--- src/lia_regs.svh ---
// Offsets, field positions and reset values of the indirect access bank
`ifndef LIA_REGS_SVH
`define LIA_REGS_SVH

// ---------------------------------------------------------------
// Direct register addresses
// ---------------------------------------------------------------
`define LIA_ADDR_DATA 8'hD2
`define LIA_ADDR_PTR 8'hD3

// ---------------------------------------------------------------
// Indirect indices
// ---------------------------------------------------------------
`define LIA_IDX_BUF_HI_MASK 8'hF8
`define LIA_IDX_CTRL 8'h08
`define LIA_IDX_ERR 8'h0A

// ---------------------------------------------------------------
// Control register fields
// ---------------------------------------------------------------
`define LIA_CTRL_STOP 7
`define LIA_CTRL_DACK 4
`define LIA_CTRL_RSTERR 2
`define LIA_CTRL_MASK 8'h90

// ---------------------------------------------------------------
// Error register fields
// ---------------------------------------------------------------
`define LIA_ERR_SYNC 4
`define LIA_ERR_PARITY_ERROR 3
`define LIA_ERR_TIMEOUT_ERROR 2
`define LIA_ERR_CHK 1
`define LIA_ERR_BIT 0

// ---------------------------------------------------------------
// Reset values
// ---------------------------------------------------------------
`define LIA_RST_PTR 8'h00
`define LIA_RST_CTRL 8'h00
`define LIA_RST_ERR 5'h00
`define LIA_RST_BYTE 8'h00

`endif

--- src/lia_pkg.sv ---
// Types shared by the indirect access bank
package lia_pkg;
    typedef logic [7:0] lia_byte_t;
    typedef logic [2:0] lia_bidx_t;

    // Source of a pending host read
    typedef enum logic [2:0] {
        SRC_NONE = 3'h0,
        SRC_PTR = 3'h1,
        SRC_BUF = 3'h3,
        SRC_CTRL = 3'h2,
        SRC_ERR = 3'h6,
        SRC_ZERO = 3'h7
    } lia_src_e;

    typedef struct packed {
        lia_byte_t ptr;
        lia_byte_t ctrl;
        logic [4:0] err;
        logic rxSync1;
        logic rxSync2;
        lia_src_e rdSrc;
        lia_byte_t rdata;
        logic rvalid;
    } lia_state_s;

    typedef struct packed {
        lia_byte_t [7:0] mem;
        lia_byte_t rdata;
    } lia_mem_s;
endpackage

--- src/lia_buf_mem.sv ---
// Eight-byte frame data buffer with registered read data
`timescale 1ns/1ps
module lia_buf_mem (
    input wire logic sys_clk, // System clock
    input wire logic rst, // Asynchronous reset, active high
    input wire lia_pkg::lia_bidx_t addr, // Byte index
    input wire logic we, // Write strobe
    input wire lia_pkg::lia_byte_t wdata, // Write data
    output lia_pkg::lia_byte_t rdata // Registered read data
);
    import lia_pkg::*;

    lia_mem_s st_q;
    lia_mem_s st_d;

    // Read before write; read data follow one edge later
    always_comb begin
        st_d = st_q;
        if (we) begin
            st_d.mem[addr] = wdata;
        end
        st_d.rdata = st_q.mem[addr];
    end

    // State register
    always_ff @(posedge sys_clk or posedge rst) begin
        if (rst) begin
            st_q <= '0;
        end else begin
            st_q <= st_d;
        end
    end

    assign rdata = st_q.rdata;
endmodule

--- src/lia_top.sv ---
// Indirect access path and error status of the LIN controller
`timescale 1ns/1ps
`include "lia_regs.svh"
module lia_top (
    input wire logic sys_clk, // System clock, 40 MHz
    input wire logic rst, // Asynchronous reset, active high
    input wire lia_pkg::lia_byte_t sfrAddr, // Register address
    input wire logic sfrWe, // Write strobe
    input wire logic sfrRe, // Read strobe
    input wire lia_pkg::lia_byte_t sfrWdata, // Write data
    output lia_pkg::lia_byte_t sfrRdata, // Read data
    output logic sfrRvalid, // Read data valid pulse
    input wire logic masterMode, // Protocol engine acting as master
    input wire logic syncStb, // Sync field measured
    input wire logic syncBad, // Sync edges out of tolerance
    input wire logic idStb, // Identifier received
    input wire logic idParityBad, // Identifier parity failed
    input wire logic expectData, // Waiting for response bytes
    input wire logic noRespStb, // Response wait expired
    input wire logic frameOverStb, // Maximum frame length passed
    input wire logic firstByteStb, // First byte after identifier received
    input wire logic chkStb, // Checksum compare point
    input wire lia_pkg::lia_byte_t chkCalc, // Computed checksum
    input wire lia_pkg::lia_byte_t chkRecv, // Received checksum
    input wire logic txActive, // Transmitter driving the bus
    input wire logic txBit, // Level being driven
    input wire logic bitStb, // Bus sample point
    input wire logic rxPin, // Bus receive pin, asynchronous
    output logic ctrlStop, // Stop request to protocol engine
    output logic ctrlDack, // Data acknowledge to protocol engine
    output logic [4:0] errFlags // Error flags to protocol engine
);
    import lia_pkg::*;

    lia_state_s st_q;
    lia_state_s st_d;
    lia_byte_t bufRdata;
    logic dataWr;
    logic dataRd;
    logic bufHit;
    logic errClr;
    logic [4:0] errSet;

    // ---------------------------------------------------------------
    // Decode of host accesses
    // ---------------------------------------------------------------
    assign dataWr = sfrWe && (sfrAddr == `LIA_ADDR_DATA);
    assign dataRd = sfrRe && (sfrAddr == `LIA_ADDR_DATA);
    assign bufHit = (st_q.ptr & `LIA_IDX_BUF_HI_MASK) == 8'h00;
    assign errClr = dataWr && (st_q.ptr == `LIA_IDX_CTRL) && sfrWdata[`LIA_CTRL_RSTERR];

    // ---------------------------------------------------------------
    // Error event detection
    // ---------------------------------------------------------------
    always_comb begin
        errSet = 5'h00;
        errSet[`LIA_ERR_SYNC] = syncStb && syncBad && !masterMode;
        errSet[`LIA_ERR_PARITY_ERROR] = idStb && idParityBad && !masterMode;
        errSet[`LIA_ERR_TIMEOUT_ERROR] = (expectData && noRespStb)
            || frameOverStb
            || (firstByteStb && !st_q.ctrl[`LIA_CTRL_DACK]
                && !st_q.ctrl[`LIA_CTRL_STOP]);
        errSet[`LIA_ERR_CHK] = chkStb && (chkCalc != chkRecv);
        errSet[`LIA_ERR_BIT] = bitStb && txActive && (txBit != st_q.rxSync2);
    end

    // ---------------------------------------------------------------
    // Next state
    // ---------------------------------------------------------------
    always_comb begin
        st_d = st_q;
        st_d.rxSync1 = rxPin;
        st_d.rxSync2 = st_q.rxSync1;
        // Pointer written directly
        if (sfrWe && (sfrAddr == `LIA_ADDR_PTR)) begin
            st_d.ptr = sfrWdata;
        end
        // Control written through the data register; reset bit self-clears
        if (dataWr && (st_q.ptr == `LIA_IDX_CTRL)) begin
            st_d.ctrl = sfrWdata & `LIA_CTRL_MASK;
        end
        // Set wins over clear; host writes to the error index are dropped
        st_d.err = (st_q.err & ~{5{errClr}}) | errSet;
        // First read stage selects the source
        st_d.rdSrc = SRC_NONE;
        if (sfrRe && (sfrAddr == `LIA_ADDR_PTR)) begin
            st_d.rdSrc = SRC_PTR;
        end else if (dataRd) begin
            if (bufHit) begin
                st_d.rdSrc = SRC_BUF;
            end else if (st_q.ptr == `LIA_IDX_CTRL) begin
                st_d.rdSrc = SRC_CTRL;
            end else if (st_q.ptr == `LIA_IDX_ERR) begin
                st_d.rdSrc = SRC_ERR;
            end else begin
                st_d.rdSrc = SRC_ZERO;
            end
        end
        // Second read stage drives the answer
        st_d.rvalid = st_q.rdSrc != SRC_NONE;
        case (st_q.rdSrc)
            SRC_PTR: st_d.rdata = st_q.ptr;
            SRC_BUF: st_d.rdata = bufRdata;
            SRC_CTRL: st_d.rdata = st_q.ctrl;
            SRC_ERR: st_d.rdata = {3'h0, st_q.err};
            SRC_ZERO: st_d.rdata = 8'h00;
            SRC_NONE: st_d.rdata = st_q.rdata;
            default: st_d.rdata = 8'h00;
        endcase
    end

    // ---------------------------------------------------------------
    // State register
    // ---------------------------------------------------------------
    always_ff @(posedge sys_clk or posedge rst) begin
        if (rst) begin
            st_q.ptr <= `LIA_RST_PTR;
            st_q.ctrl <= `LIA_RST_CTRL;
            st_q.err <= `LIA_RST_ERR;
            st_q.rxSync1 <= 1'b1;
            st_q.rxSync2 <= 1'b1;
            st_q.rdSrc <= SRC_NONE;
            st_q.rdata <= `LIA_RST_BYTE;
            st_q.rvalid <= 1'b0;
        end else begin
            st_q <= st_d;
        end
    end

    // Frame data buffer at indices 0x00 to 0x07
    lia_buf_mem i_lia_buf_mem (
        .sys_clk(sys_clk),
        .rst(rst),
        .addr(st_q.ptr[2:0]),
        .we(dataWr && bufHit),
        .wdata(sfrWdata),
        .rdata(bufRdata)
    );

    // Outputs from flip-flops
    assign sfrRdata = st_q.rdata;
    assign sfrRvalid = st_q.rvalid;
    assign ctrlStop = st_q.ctrl[`LIA_CTRL_STOP];
    assign ctrlDack = st_q.ctrl[`LIA_CTRL_DACK];
    assign errFlags = st_q.err;
endmodule

--- config.mk ---
export PLATFORM = sky130hd
export DESIGN_NAME = lia_top
export DESIGN_NICKNAME = d
export VERILOG_FILES = /design/src/lia_pkg.sv /design/src/lia_buf_mem.sv /design/src/lia_top.sv
export VERILOG_INCLUDE_DIRS = /design/src
export SDC_FILE = /design/constraint.sdc
export NUM_CORES = 1
export LEC_CHECK = 0
export BUFFER_PORTS_ARGS = -buffer_cell sky130_fd_sc_hd__buf_2
export CAP_MARGIN = 15
export CORE_UTILIZATION = 52
export DETAILED_ROUTE_END_ITERATION = 7
export PLACE_DENSITY_LB_ADDON = 0.15
export SETUP_SLACK_MARGIN = 0.1
export SLEW_MARGIN = 20
export SYNTH_ARGS = -nofsm -noshare
export SYNTH_HDL_FRONTEND = slang
export SYNTH_HIERARCHICAL = 1
export SYNTH_SLANG_ARGS = --single-unit
--- constraint.sdc ---
create_clock -name sys_clk -period 2.43 [get_ports sys_clk]
set_input_delay 0.243 -clock sys_clk [delete_from_list [all_inputs] [get_ports sys_clk]]
set_output_delay 0.243 -clock sys_clk [all_outputs]
set_load 0.05 [all_outputs]
* Word-level counts from Yosys, hierarchy flattened
Index checks and enable logic that the tools add are counted.
** Word-level totals
- Input bits :: 50
- Logic and storage cells :: 69
- Output and inout port bits :: 16
- Register bits :: 101
** Operators by class
- Bitwise gates (word level) :: 3
- Order comparisons :: 2
- Equality and inequality tests :: 10
- Reduce and logical (&&, ||, !) cells :: 26
- Multiplexer cells :: 11
** Operators with widths (number)
- $bwmux W64 :: 1
- $pmux W8 S5 :: 1
- $bmux W8 S3 :: 1
- $demux W8 S3 :: 1
- $logic_and A1 B1 Y1 :: 18
- $eq A8 B4 Y1 const B :: 2
- $eq A8 B8 Y1 const B :: 2
- $mux W8 :: 2
- $mux W3 :: 4
- $logic_not A8 Y1 :: 1
- $ne A8 B8 Y1 :: 1
- $eq A3 B2 Y1 const B :: 2
- $and A5 B5 Y5 :: 1
- $not A5 Y5 :: 1
- $or A5 B5 Y5 :: 1
- $lt A3 B4 Y1 const B :: 1
- $eq A3 B1 Y1 const B :: 1
- $eq A3 B3 Y1 const B :: 1
- $ge A3 B1 Y1 const B :: 1
- $logic_not A1 Y1 :: 3
- $logic_not A3 Y1 :: 1
- $reduce_bool A3 Y1 :: 1
- $logic_or A1 B1 Y1 :: 2
- $mux W1 :: 1
- $ne A1 B1 Y1 :: 1

* Logic depth before layout (Yosys ltp)
Gate-level depths: netlist of the first run.
- Depth after elaboration :: 7
- Depth in mapped cells :: 7
- Gate-level depth less buffers :: 5

* Cells and area by module
Netlist of the first run, hierarchy kept.
** By module, submodules not included
- lia_buf_mem :: instances 1, cells an instance 187, sequential area each 1801.7 um^2, area an instance 3273.1 um^2
- lia_top :: instances 1, cells an instance 129, sequential area each 728.2 um^2, area an instance 1496.4 um^2

* Least setup slack after synthesis of the first run
No wires, ideal clock.
- Path kind :: register to register
- Start :: reg, netlist name st_q[34]
- End :: reg i_lia_buf_mem/st_q[10] (netlist name)
- Required time :: 2.305 ns
- Setup slack :: 0.126 ns
- Library setup time :: 0.125 ns
- Buffers on the path :: 1
- Arrival :: 2.179 ns
- Period minus slack after synthesis :: 2.304 ns
- Stages on the path, launching flop included :: 6
- Cell sequence :: dfrtp_1 -> or4_4 -> nor4b_1 -> buf_2 -> nor4b_4 -> mux2_2
** RTL lines
- end signal: assignment :: RTL line lia_buf_mem.sv:30 : st_q <= st_d;
- end: declaration :: RTL line lia_buf_mem.sv:13 : lia_mem_s st_q;

==> metrics.csv, run 1 <==
stage;metric;value;unit
outcome;status;finished with violations;
outcome;violations;design-rule violations;
worst_setup_path;timing.critical_path.required;2680;ps
layout;area_of_the_multi_input_gates;2020;um^2
grt;largest_net_degree_at_the_start_of_global_routing;36;
detailed_routing;num_vias;2755;
cts;clk_pin_slew;90;ps
worst_setup_path;crit_arrival;2500;ps
logic_synthesis;synth_enable_flop_cells;0;
cts;number_of_sinks_driven_by_the_clock_tree;101;
logic_synthesis;synth_warnings;6;
worst_setup_path;critical_path.startpoint;st_q[33]$_DFFE_PP0P_;
die;core_region_area;8810;um^2
die;die-height;97.8;um
layout;utilization;60.9;%
detailed_routing;top_layer_used;met4;
sta;relSlewSlack;47.1;%
pwr;comb_power_share;7.2;%
grt;first_global_vias;2914;
detailed_routing;route.detailed.drc;18;
logic_synthesis;synth_fa_ha_area_share;0;%
logic_synthesis;synthMuxAreaShare;30.0;%
logic_synthesis;synth_async_sr_flop_share;100;%
place;detailed_place_hpwl;6360;um
grt;grt_pass1_wl;15200;um
cts;cts-root-to-sink-buffers;2;
flow_run;cap_viol_max_count;0;
worst_setup_path;setup.worst_path.start_class;flip-flop;
sta;timing.clock.skew;9.40;ps
sta;setup_tns;0;ps
logic_synthesis;synth_compound_gate_area_share;3.04;%
cts;cts-buffers-inserted;9;
cts;tritoncts_clock_tree;yes;
layout;final_layout_size_suffix_gt1_share;50.5;%
die;dieArea;9560;um^2
logic_synthesis;synthDistinctLibCells;43;
detailed_routing;initialDrtViolationCount;83;
logic_synthesis;synthesis.instances;316;
grt;number_of_antenna_violations_at_the_first_check_in_global_routing;0;
logic_synthesis;synth_fp_nets;366;
logic_synthesis;synth_largest_type_area_fraction;51.9;%
detailed_routing;dr_wl_met2;4420;um
logic_synthesis;synth_xor_area_share;1.65;%
cts;cts_root_buffer;sky130_fd_sc_hd__clkbuf_8;
layout;layout.area.seq;2530;um^2
layout;synthToLayoutAreaGrowth;12.4;%
sta;post-route-period-util;92.6;%
pwr;leakage;2.76;nW
die;fp-row-count;34;
cts;cts-htree-levels;3;
detailed_routing;detail_route.wl_per_cell;18.7;um
logic_synthesis;post_synth_instance_area;4770;um^2
sta;slew_violations;0;
worst_setup_path;crit_path_end_kind;flip-flop;
pwr;power.clock.fraction;35.1;%
sta;final_critical_path_required_period;2250;ps
pwr;sequential_power_share;57.7;%
detailed_routing;route.final.wire_length;9100;um
logic_synthesis;yosysSeqAreaShare;53.0;%
place;numPortBuffers;65;
pwr;power.net_switching;0.000687;W
grt;grt_overflow;0;
logic_synthesis;post_synth.cell_area_avg;15.1;um^2
pwr;vdd.ir_drop.worst;0.260;mV
hold_path;min-delay-start;masterMode;
worst_setup_path;worst_r2r_startpoint;st_q[33]$_DFFE_PP0P_;
grt;grt_usage;20.9;%
layout;filler_cell_count;656;
sta;rsz_0062_raised_after_global_routing;no;
logic_synthesis;largest_family_of_logic_cells_by_synthesized_area;multiplexers;
detailed_routing;met3_length;262;um
detailed_routing;via_density_per_instance;5.67;
detailed_routing;drt-pass1-iter-count;8;
die;boundaryPins;66;
sta;layout_setup_ws;181;ps
worst_setup_path;critPathMaxFanout;8;
sta;slew_at_the_pin_closest_to_its_max_slew_limit;792;ps
layout;n_antenna_cell;0;
detailed_routing;ant_nets;0;
die;starting_density_of_the_core;54.2;%
logic_synthesis;yosys.area_share.simple;6.95;%
detailed_routing;met1_length;4240;um
sta;max_freq;445;MHz
cts;clock_latency;360;ps
worst_setup_path;critical_path_class;reg -> reg;
logic_synthesis;synth-main-ff-cell;sky130_fd_sc_hd__dfrtp_1;
pwr;pwr_density_cell;558;nW/um^2
die;dieWidth;97.8;um
place;worst_slack_placed;35.9;ps
sta;finalHoldWorstSlack;46.8;ps
logic_synthesis;yosysTopAreaCell;sky130_fd_sc_hd__dfrtp_1;
place;place.gp.congestion;0.733;
hold_path;worst_hold_path_type;in -> reg;
logic_synthesis;synthTopCellsByArea;sky130_fd_sc_hd__dfrtp_1 52%, sky130_fd_sc_hd__mux2_2 19%, sky130_fd_sc_hd__mux4_1 8.3%, sky130_fd_sc_hd__buf_4 3.6%, sky130_fd_sc_hd__xor2_1 1.7%;
pwr;p_int;0.00230;W
sta;setup_viol_count_final;0;
logic_synthesis;yosys_register_bits;101;
sta;hold_viol_final;0;
layout;finish.net_count;423;
pwr;p_sw_share;23.0;%
## cell type report
class                           instances  share of cell area [%]
Clock buffer                           12                    2.71
Clock inverter                          4                   0.887
Inverter                                4                   0.280
Multi-Input combinational cell        177                    37.7
Sequential cell                       101                    47.2
Tap cell                              108                    2.52
Timing Repair Buffer                   80                    8.70
## sequential cells by signal, summed over array words and instances (netlist names)
name and count:
ctrlStop 1, sfrRvalid 1, ctrlDack 1, sfrRdata 8, i_lia_buf_mem/st_q 64, errFlags 5, i_lia_buf_mem/rdata 8, st_d 1
st_q 12
## layout by cell type (no fill, tap or decap), types with 3 or more instances in the layout
master                     instances
sky130_fd_sc_hd__inv_1             3
sky130_fd_sc_hd__mux2_2           80
sky130_fd_sc_hd__buf_6             3
sky130_fd_sc_hd__a22oi_1           4
sky130_fd_sc_hd__mux4_1           15
sky130_fd_sc_hd__dfrtp_1          99
sky130_fd_sc_hd__buf_2            65
sky130_fd_sc_hd__a31oi_1           3
sky130_fd_sc_hd__mux2i_1           7
sky130_fd_sc_hd__nand4b_2          4
sky130_fd_sc_hd__nand2_1           7
sky130_fd_sc_hd__o22ai_1           5
sky130_fd_sc_hd__xor2_1            9
sky130_fd_sc_hd__clkbuf_8         10
sky130_fd_sc_hd__nor2_1           10
sky130_fd_sc_hd__buf_4             9
## power groups by stage
stage / Combinational [W] / Clock (W) / Sequential (W)
floorplan: 0.000126 / 0 / 0.00175
global placement: 0.000201 / 0 / 0.00176
detailed placement: 0.000207 / 0 / 0.00176
CTS: 0.000211 / 0.00108 / 0.00172
global route: 0.000238 / 0.00114 / 0.00173
finish: 0.000215 / 0.00105 / 0.00172
## repair_timing
action	4_1_cts	5_1_grt
resized for setup	5	2
hold endpoints to repair	28	0
pin swaps	0	2
hold buffers	2	0
buffers inserted	0	2
endpoints found under the setup margin	64	58
## kinds of logic (layout without fill, tap and decap cells)
logic type,count (synthesis),in the layout
AOI/OAI and AO/OA,20,20
and+or+nand+nor,42,42
xor gates and xnor gates,9,9
DFF,101,101
muxes,106,106
buffers and inverters,38,100
## cell usage after synthesis, types with 5 or more instances
master and instances:
sky130_fd_sc_hd__nand2_1 7, sky130_fd_sc_hd__mux2_2 80, sky130_fd_sc_hd__dfrtp_1 99, sky130_fd_sc_hd__buf_4 23, sky130_fd_sc_hd__mux2i_1 7, sky130_fd_sc_hd__nor2_1 10, sky130_fd_sc_hd__mux4_1 15, sky130_fd_sc_hd__o22ai_1 5
sky130_fd_sc_hd__buf_2 6, sky130_fd_sc_hd__xor2_1 9
## metal layers
metal  vias to the layer above  track usage [%]
met4                         0             9.09
met2                        59             34.9
met5                         -                0
met3                        14             2.79
li1                       1276                -
met1                      1406             27.6
## path summary, 6_finish.rpt
check                      slack [ps]                                  to  cells after the start
max                               180  i_lia_buf_mem/st_q[41]$_DFFE_PP0P_                      5
min                                50               errFlags[4]$_DFF_PP0_                      2
max reg2reg                       180  i_lia_buf_mem/st_q[41]$_DFFE_PP0P_                      5
min reg2reg                       370                  st_q[12]$_DFF_PP1_                      0
max in group asynchronous        1030  i_lia_buf_mem/st_q[41]$_DFFE_PP0P_                      4
min in group asynchronous         510             sfrRdata[5]$_DFFE_PP0P_                      4
## critical path, stage by stage, from the launching register on
cell,delay [ps]
sky130_fd_sc_hd__dfrtp_1,410
sky130_fd_sc_hd__or4_4,570
sky130_fd_sc_hd__nor4b_4,240
sky130_fd_sc_hd__buf_6,180
sky130_fd_sc_hd__and4bb_2,380
sky130_fd_sc_hd__mux2_2,360
## through the flow
stage / std cells / instance area, um^2 / total power (W)
final: 486 / 5360 / 0.00299
after global routing: 486 / 5360 / 0.00311
after CTS: 484 / 5330 / 0.00302
after detailed placement: 466 / 5090 / 0.00196
after global placement: 466 / 5090 / 0.00196
after floorplan: 316 / 4770 / 0.00187
Note: power is estimated with default switching activity, not from simulation.
==> run 2, diff against run 1 <==
SYNTH_HIERARCHICAL = default   (was 1)
==> run 2 against run 1 <==
- the flow still finishes with violations (design-rule violations)
- register-to-register slack better by 140 ps
- critical path depth down 1
- flip-flop and latch count unchanged
- critical endpoint is now i_lia_buf_mem.st_q[57]$_DFFE_PP0P_
- synthesized area up 0.42%
==> metrics.csv, run 2 <==
stage;metric;value;unit;change
outcome;status;finished with violations;;
outcome;violations;design-rule violations;;
sta;post-route-period-util;86.7;%;-5.8 points
logic_synthesis;synth_fp_nets;413;;+13%
logic_synthesis;post_synth_instance_area;4790;um^2;+0.42%
pwr;sequential_power_share;57.9;%;+0.2 points
layout;filler_cell_count;701;;+6.9%
sta;setup_tns;0;ps;unchanged
sta;hold_viol_final;0;;unchanged
logic_synthesis;synth_async_sr_flop_share;100;%;unchanged
worst_setup_path;worst_r2r_startpoint;st_q[31]$_DFFE_PP0P_;;
grt;number_of_antenna_violations_at_the_first_check_in_global_routing;0;;unchanged
worst_setup_path;critical_path.startpoint;st_q[31]$_DFFE_PP0P_;;
layout;n_antenna_cell;0;;unchanged
sta;slew_at_the_pin_closest_to_its_max_slew_limit;784;ps;-8.20 ps
worst_setup_path;timing.critical_path.slowest_stage_cell;sky130_fd_sc_hd__or3_1;;
sta;final_critical_path_required_period;2110;ps;-141 ps
sta;max_freq;474;MHz;+6.7%
detailed_routing;route.final.wire_length;10500;um;+16%
pwr;p_sw_share;25.6;%;+2.7 points
logic_synthesis;ys_top_cells_by_count;99 x sky130_fd_sc_hd__dfrtp_1, 77 x sky130_fd_sc_hd__mux2_2, 17 x sky130_fd_sc_hd__nor2_1;;
die;die-height;98.0;um;+0.20%
layout;final_layout_size_suffix_gt1_share;45.7;%;-4.8 points
cts;cts_root_buffer;sky130_fd_sc_hd__clkbuf_8;;
layout;largestRegisters;i_lia_buf_mem.st_q (64), st_q (12);;
detailed_routing;initialDrtViolationCount;158;;+90%
layout;leading_cell_types_in_the_layout_fill_and_taps_excluded;99 x sky130_fd_sc_hd__dfrtp_1, 77 x sky130_fd_sc_hd__mux2_2, 65 x sky130_fd_sc_hd__buf_2;;
die;core_region_area;8810;um^2;unchanged
detailed_routing;route.detailed.drc;9;;-9
layout;finish.net_count;480;;+13%
sta;slew_violations;0;;unchanged
logic_synthesis;synthesis.instances;363;;+15%
grt;largest_net_degree_at_the_start_of_global_routing;35;;-2.8%
grt;first_global_vias;3324;;+14%
layout;synthToLayoutAreaGrowth;13.6;%;
layout;largest_reg_flops;64;;unchanged
worst_setup_path;setup.worst_path.start_class;flip-flop;;
layout;layout.cells.most_common;sky130_fd_sc_hd__dfrtp_1;;
worst_setup_path;crit-reg2reg-capture;i_lia_buf_mem.st_q[57]$_DFFE_PP0P_;;
pwr;p_int;0.00221;W;-3.8%
detailed_routing;ant_nets;0;;unchanged
cts;clock_latency;370;ps;about the same
worst_setup_path;critical_path_class;reg -> reg;;
cts;cts.repair_timing.setup_buffer_count;0;;unchanged
worst_setup_path;critPathMaxFanout;8;;unchanged
worst_setup_path;timing.critical_path.required;2690;ps;about the same
worst_setup_path;crit_arrival;2370;ps;-130 ps
sta;relSlewSlack;47.6;%;+0.51 points
pwr;power.clock.fraction;33.2;%;-1.9 points
cts;cts-root-to-sink-buffers;2;;unchanged
pwr;power.net_switching;0.000764;W;+11%
hold_path;worst_hold_path_type;in -> async;;
layout;top_register;i_lia_buf_mem.st_q;;
detailed_routing;via_density_per_instance;5.85;;+3.2%
grt;grt_usage;23.9;%;+3.0 points
worst_setup_path;setup.reg_to_reg.worst_slack;320;ps;+140 ps
detailed_routing;detail_route.wl_per_cell;19.4;um;+3.8%
logic_synthesis;synthTopCellsByArea;sky130_fd_sc_hd__dfrtp_1 52%, sky130_fd_sc_hd__mux2_2 18%, sky130_fd_sc_hd__mux2i_1 2.7%, sky130_fd_sc_hd__mux2_4 2.5%, sky130_fd_sc_hd__buf_4 2.2%;;
cts;number_of_sinks_driven_by_the_clock_tree;101;;unchanged
sta;timing.clock.skew;13.8;ps;+4.38 ps
logic_synthesis;synth_largest_type_area_fraction;51.7;%;-0.22 points
die;fp-row-count;34;;unchanged
cts;postCtsHoldBufs;1;;-1
die;boundaryPins;66;;unchanged
place;place.gp.congestion;0.781;;+6.5%
pwr;leakage;2.65;nW;-3.8%
logic_synthesis;yosysSeqAreaShare;52.8;%;-0.22 points
logic_synthesis;synthDistinctLibCells;50;;+16%
place;numPortBuffers;65;;unchanged
logic_synthesis;synth_most_common_cell;sky130_fd_sc_hd__dfrtp_1;;
die;dieWidth;98.0;um;+0.20%
worst_setup_path;crit_path_end_kind;flip-flop;;
logic_synthesis;synth-main-ff-cell;sky130_fd_sc_hd__dfrtp_1;;
cts;clk_pin_slew;100;ps;about the same
sta;setup_viol_count_final;0;;unchanged
flow_run;cap_viol_max_count;0;;unchanged
logic_synthesis;synth_enable_flop_cells;0;;unchanged
layout;utilization;61.8;%;+0.88 points
worst_setup_path;critPathBufInv;0;;-1
pwr;pwr_density_cell;548;nW/um^2;-1.8%
cts;cts-htree-levels;3;;unchanged
detailed_routing;num_vias;3177;;+15%
logic_synthesis;yosys_register_bits;101;;unchanged
place;detailed_place_hpwl;7520;um;+18%
logic_synthesis;yosysTopAreaCell;sky130_fd_sc_hd__dfrtp_1;;
worst_setup_path;cp.depth;4;;-1
pwr;vdd.ir_drop.worst;0.413;mV;+59%
worst_setup_path;cpPeakStageDelay;620;ps;+50 ps
grt;grt_overflow;0;;unchanged
worst_setup_path;path_delay_family;simple AND/OR/NAND/NOR gates;;
pwr;comb_power_share;8.9;%;+1.7 points
logic_synthesis;post_synth.cell_area_avg;13.2;um^2;-13%
layout;non_filler_cell_area_final;5440;um^2;+1.4%
logic_synthesis;synth_warnings;0;;-6
worst_setup_path;ff2ff_path_depth;4;;-1
cts;tritoncts_clock_tree;yes;;
cts;cts-buffers-inserted;9;;unchanged
sta;rsz_0062_raised_after_global_routing;no;;
worst_setup_path;series_of_cell_instances_along_the_critical_path;nor4_4, nand3b_4, or3_1, mux2_4;;
detailed_routing;drt-pass1-iter-count;7;;-1
die;starting_density_of_the_core;54.4;%;+0.23 points
worst_setup_path;critical_path.endpoint;i_lia_buf_mem.st_q[57]$_DFFE_PP0P_;;
place;dpl-instance-area;5250;um^2;+3.1%
die;dieArea;9600;um^2;+0.41%
cts;postCtsResizedCells;0;;-5
grt;grt_pass1_wl;17600;um;+15%
## run 2: cell count changes after synthesis, moves of 4 or more
cell and delta:
sky130_fd_sc_hd__mux4_1 -15, sky130_fd_sc_hd__mux2_4 +8, sky130_fd_sc_hd__nor3_4 +5, sky130_fd_sc_hd__nand3_1 +4, sky130_fd_sc_hd__a221oi_1 +7, sky130_fd_sc_hd__a22oi_1 +5
sky130_fd_sc_hd__buf_4 -9, sky130_fd_sc_hd__nor2_1 +7, sky130_fd_sc_hd__buf_2 -5, sky130_fd_sc_hd__a21oi_1 +4, sky130_fd_sc_hd__clkbuf_1 +9, sky130_fd_sc_hd__nand4b_2 -4
sky130_fd_sc_hd__nand2_1 +8, sky130_fd_sc_hd__mux2i_1 +6
## run 2: cells by family after synthesis
family | count (synthesis) | synth area share (%)
flops | 101 | 52.8
mux | 99 | 23.8
simple gates | 68 | 9.74
compound gates | 52 | 8.05
buf+inv | 34 | 3.94
xor+xnor | 9 | 1.65
## run 2: final cells by class
| cell class | count | area [um^2] | area share (%) |
|---|---|---|---|
| flip-flops and latches | 101 | 2530 | 46.5 |
| well taps | 108 | 135 | 2.48 |
| inverters | 5 | 22.5 | 0.414 |
| clock inverters | 4 | 32.5 | 0.598 |
| multi-input cells | 228 | 2070 | 38.1 |
| repair buffers | 85 | 503 | 9.25 |
| clock buffers | 12 | 145 | 2.67 |
## run 2: worst min path at each step
stage	from	to	slack (ps)
after detailed placement	st_d[12]$_DFF_PP1_	st_q[12]$_DFF_PP1_	350
after global placement	st_d[12]$_DFF_PP1_	st_q[12]$_DFF_PP1_	350
final	rst	errFlags[0]$_DFF_PP0_	4
after global routing	rst	errFlags[3]$_DFF_PP0_	40
after floorplan	rxPin	st_d[12]$_DFF_PP1_	250
after CTS	rst	i_lia_buf_mem.st_q[56]$_DFFE_PP0P_	10
## run 2: power by group through the flow
stage          clock network (W)  logic, W  registers (W)
4_1_cts                  0.00101  0.000268        0.00172
5_1_grt                  0.00107  0.000295        0.00173
2_1_floorplan                  0  0.000152        0.00175
6_report                0.000989  0.000266        0.00172
3_5_place_dp                   0  0.000266        0.00176
3_3_place_gp                   0  0.000261        0.00176
## run 2: metal layers
layer	wire length, um	up-vias	GRT usage, %
met1	4890	1611	33.1
li1	-	1458	-
met2	5030	90	37.9
met4	174	0	8.86
met5	0	-	0
met3	450	18	4.29
## run 2: metrics by stage
step                std cells  hold slack, ps  power, W  worst slack [ps]
finish                    543            4.23   0.00298               322
global route              543            38.3   0.00310               211
CTS                       543            10.4   0.00301               306
detailed placement        526             349   0.00202               306
global placement          526             347   0.00202               362
floorplan                 363             247   0.00190               478
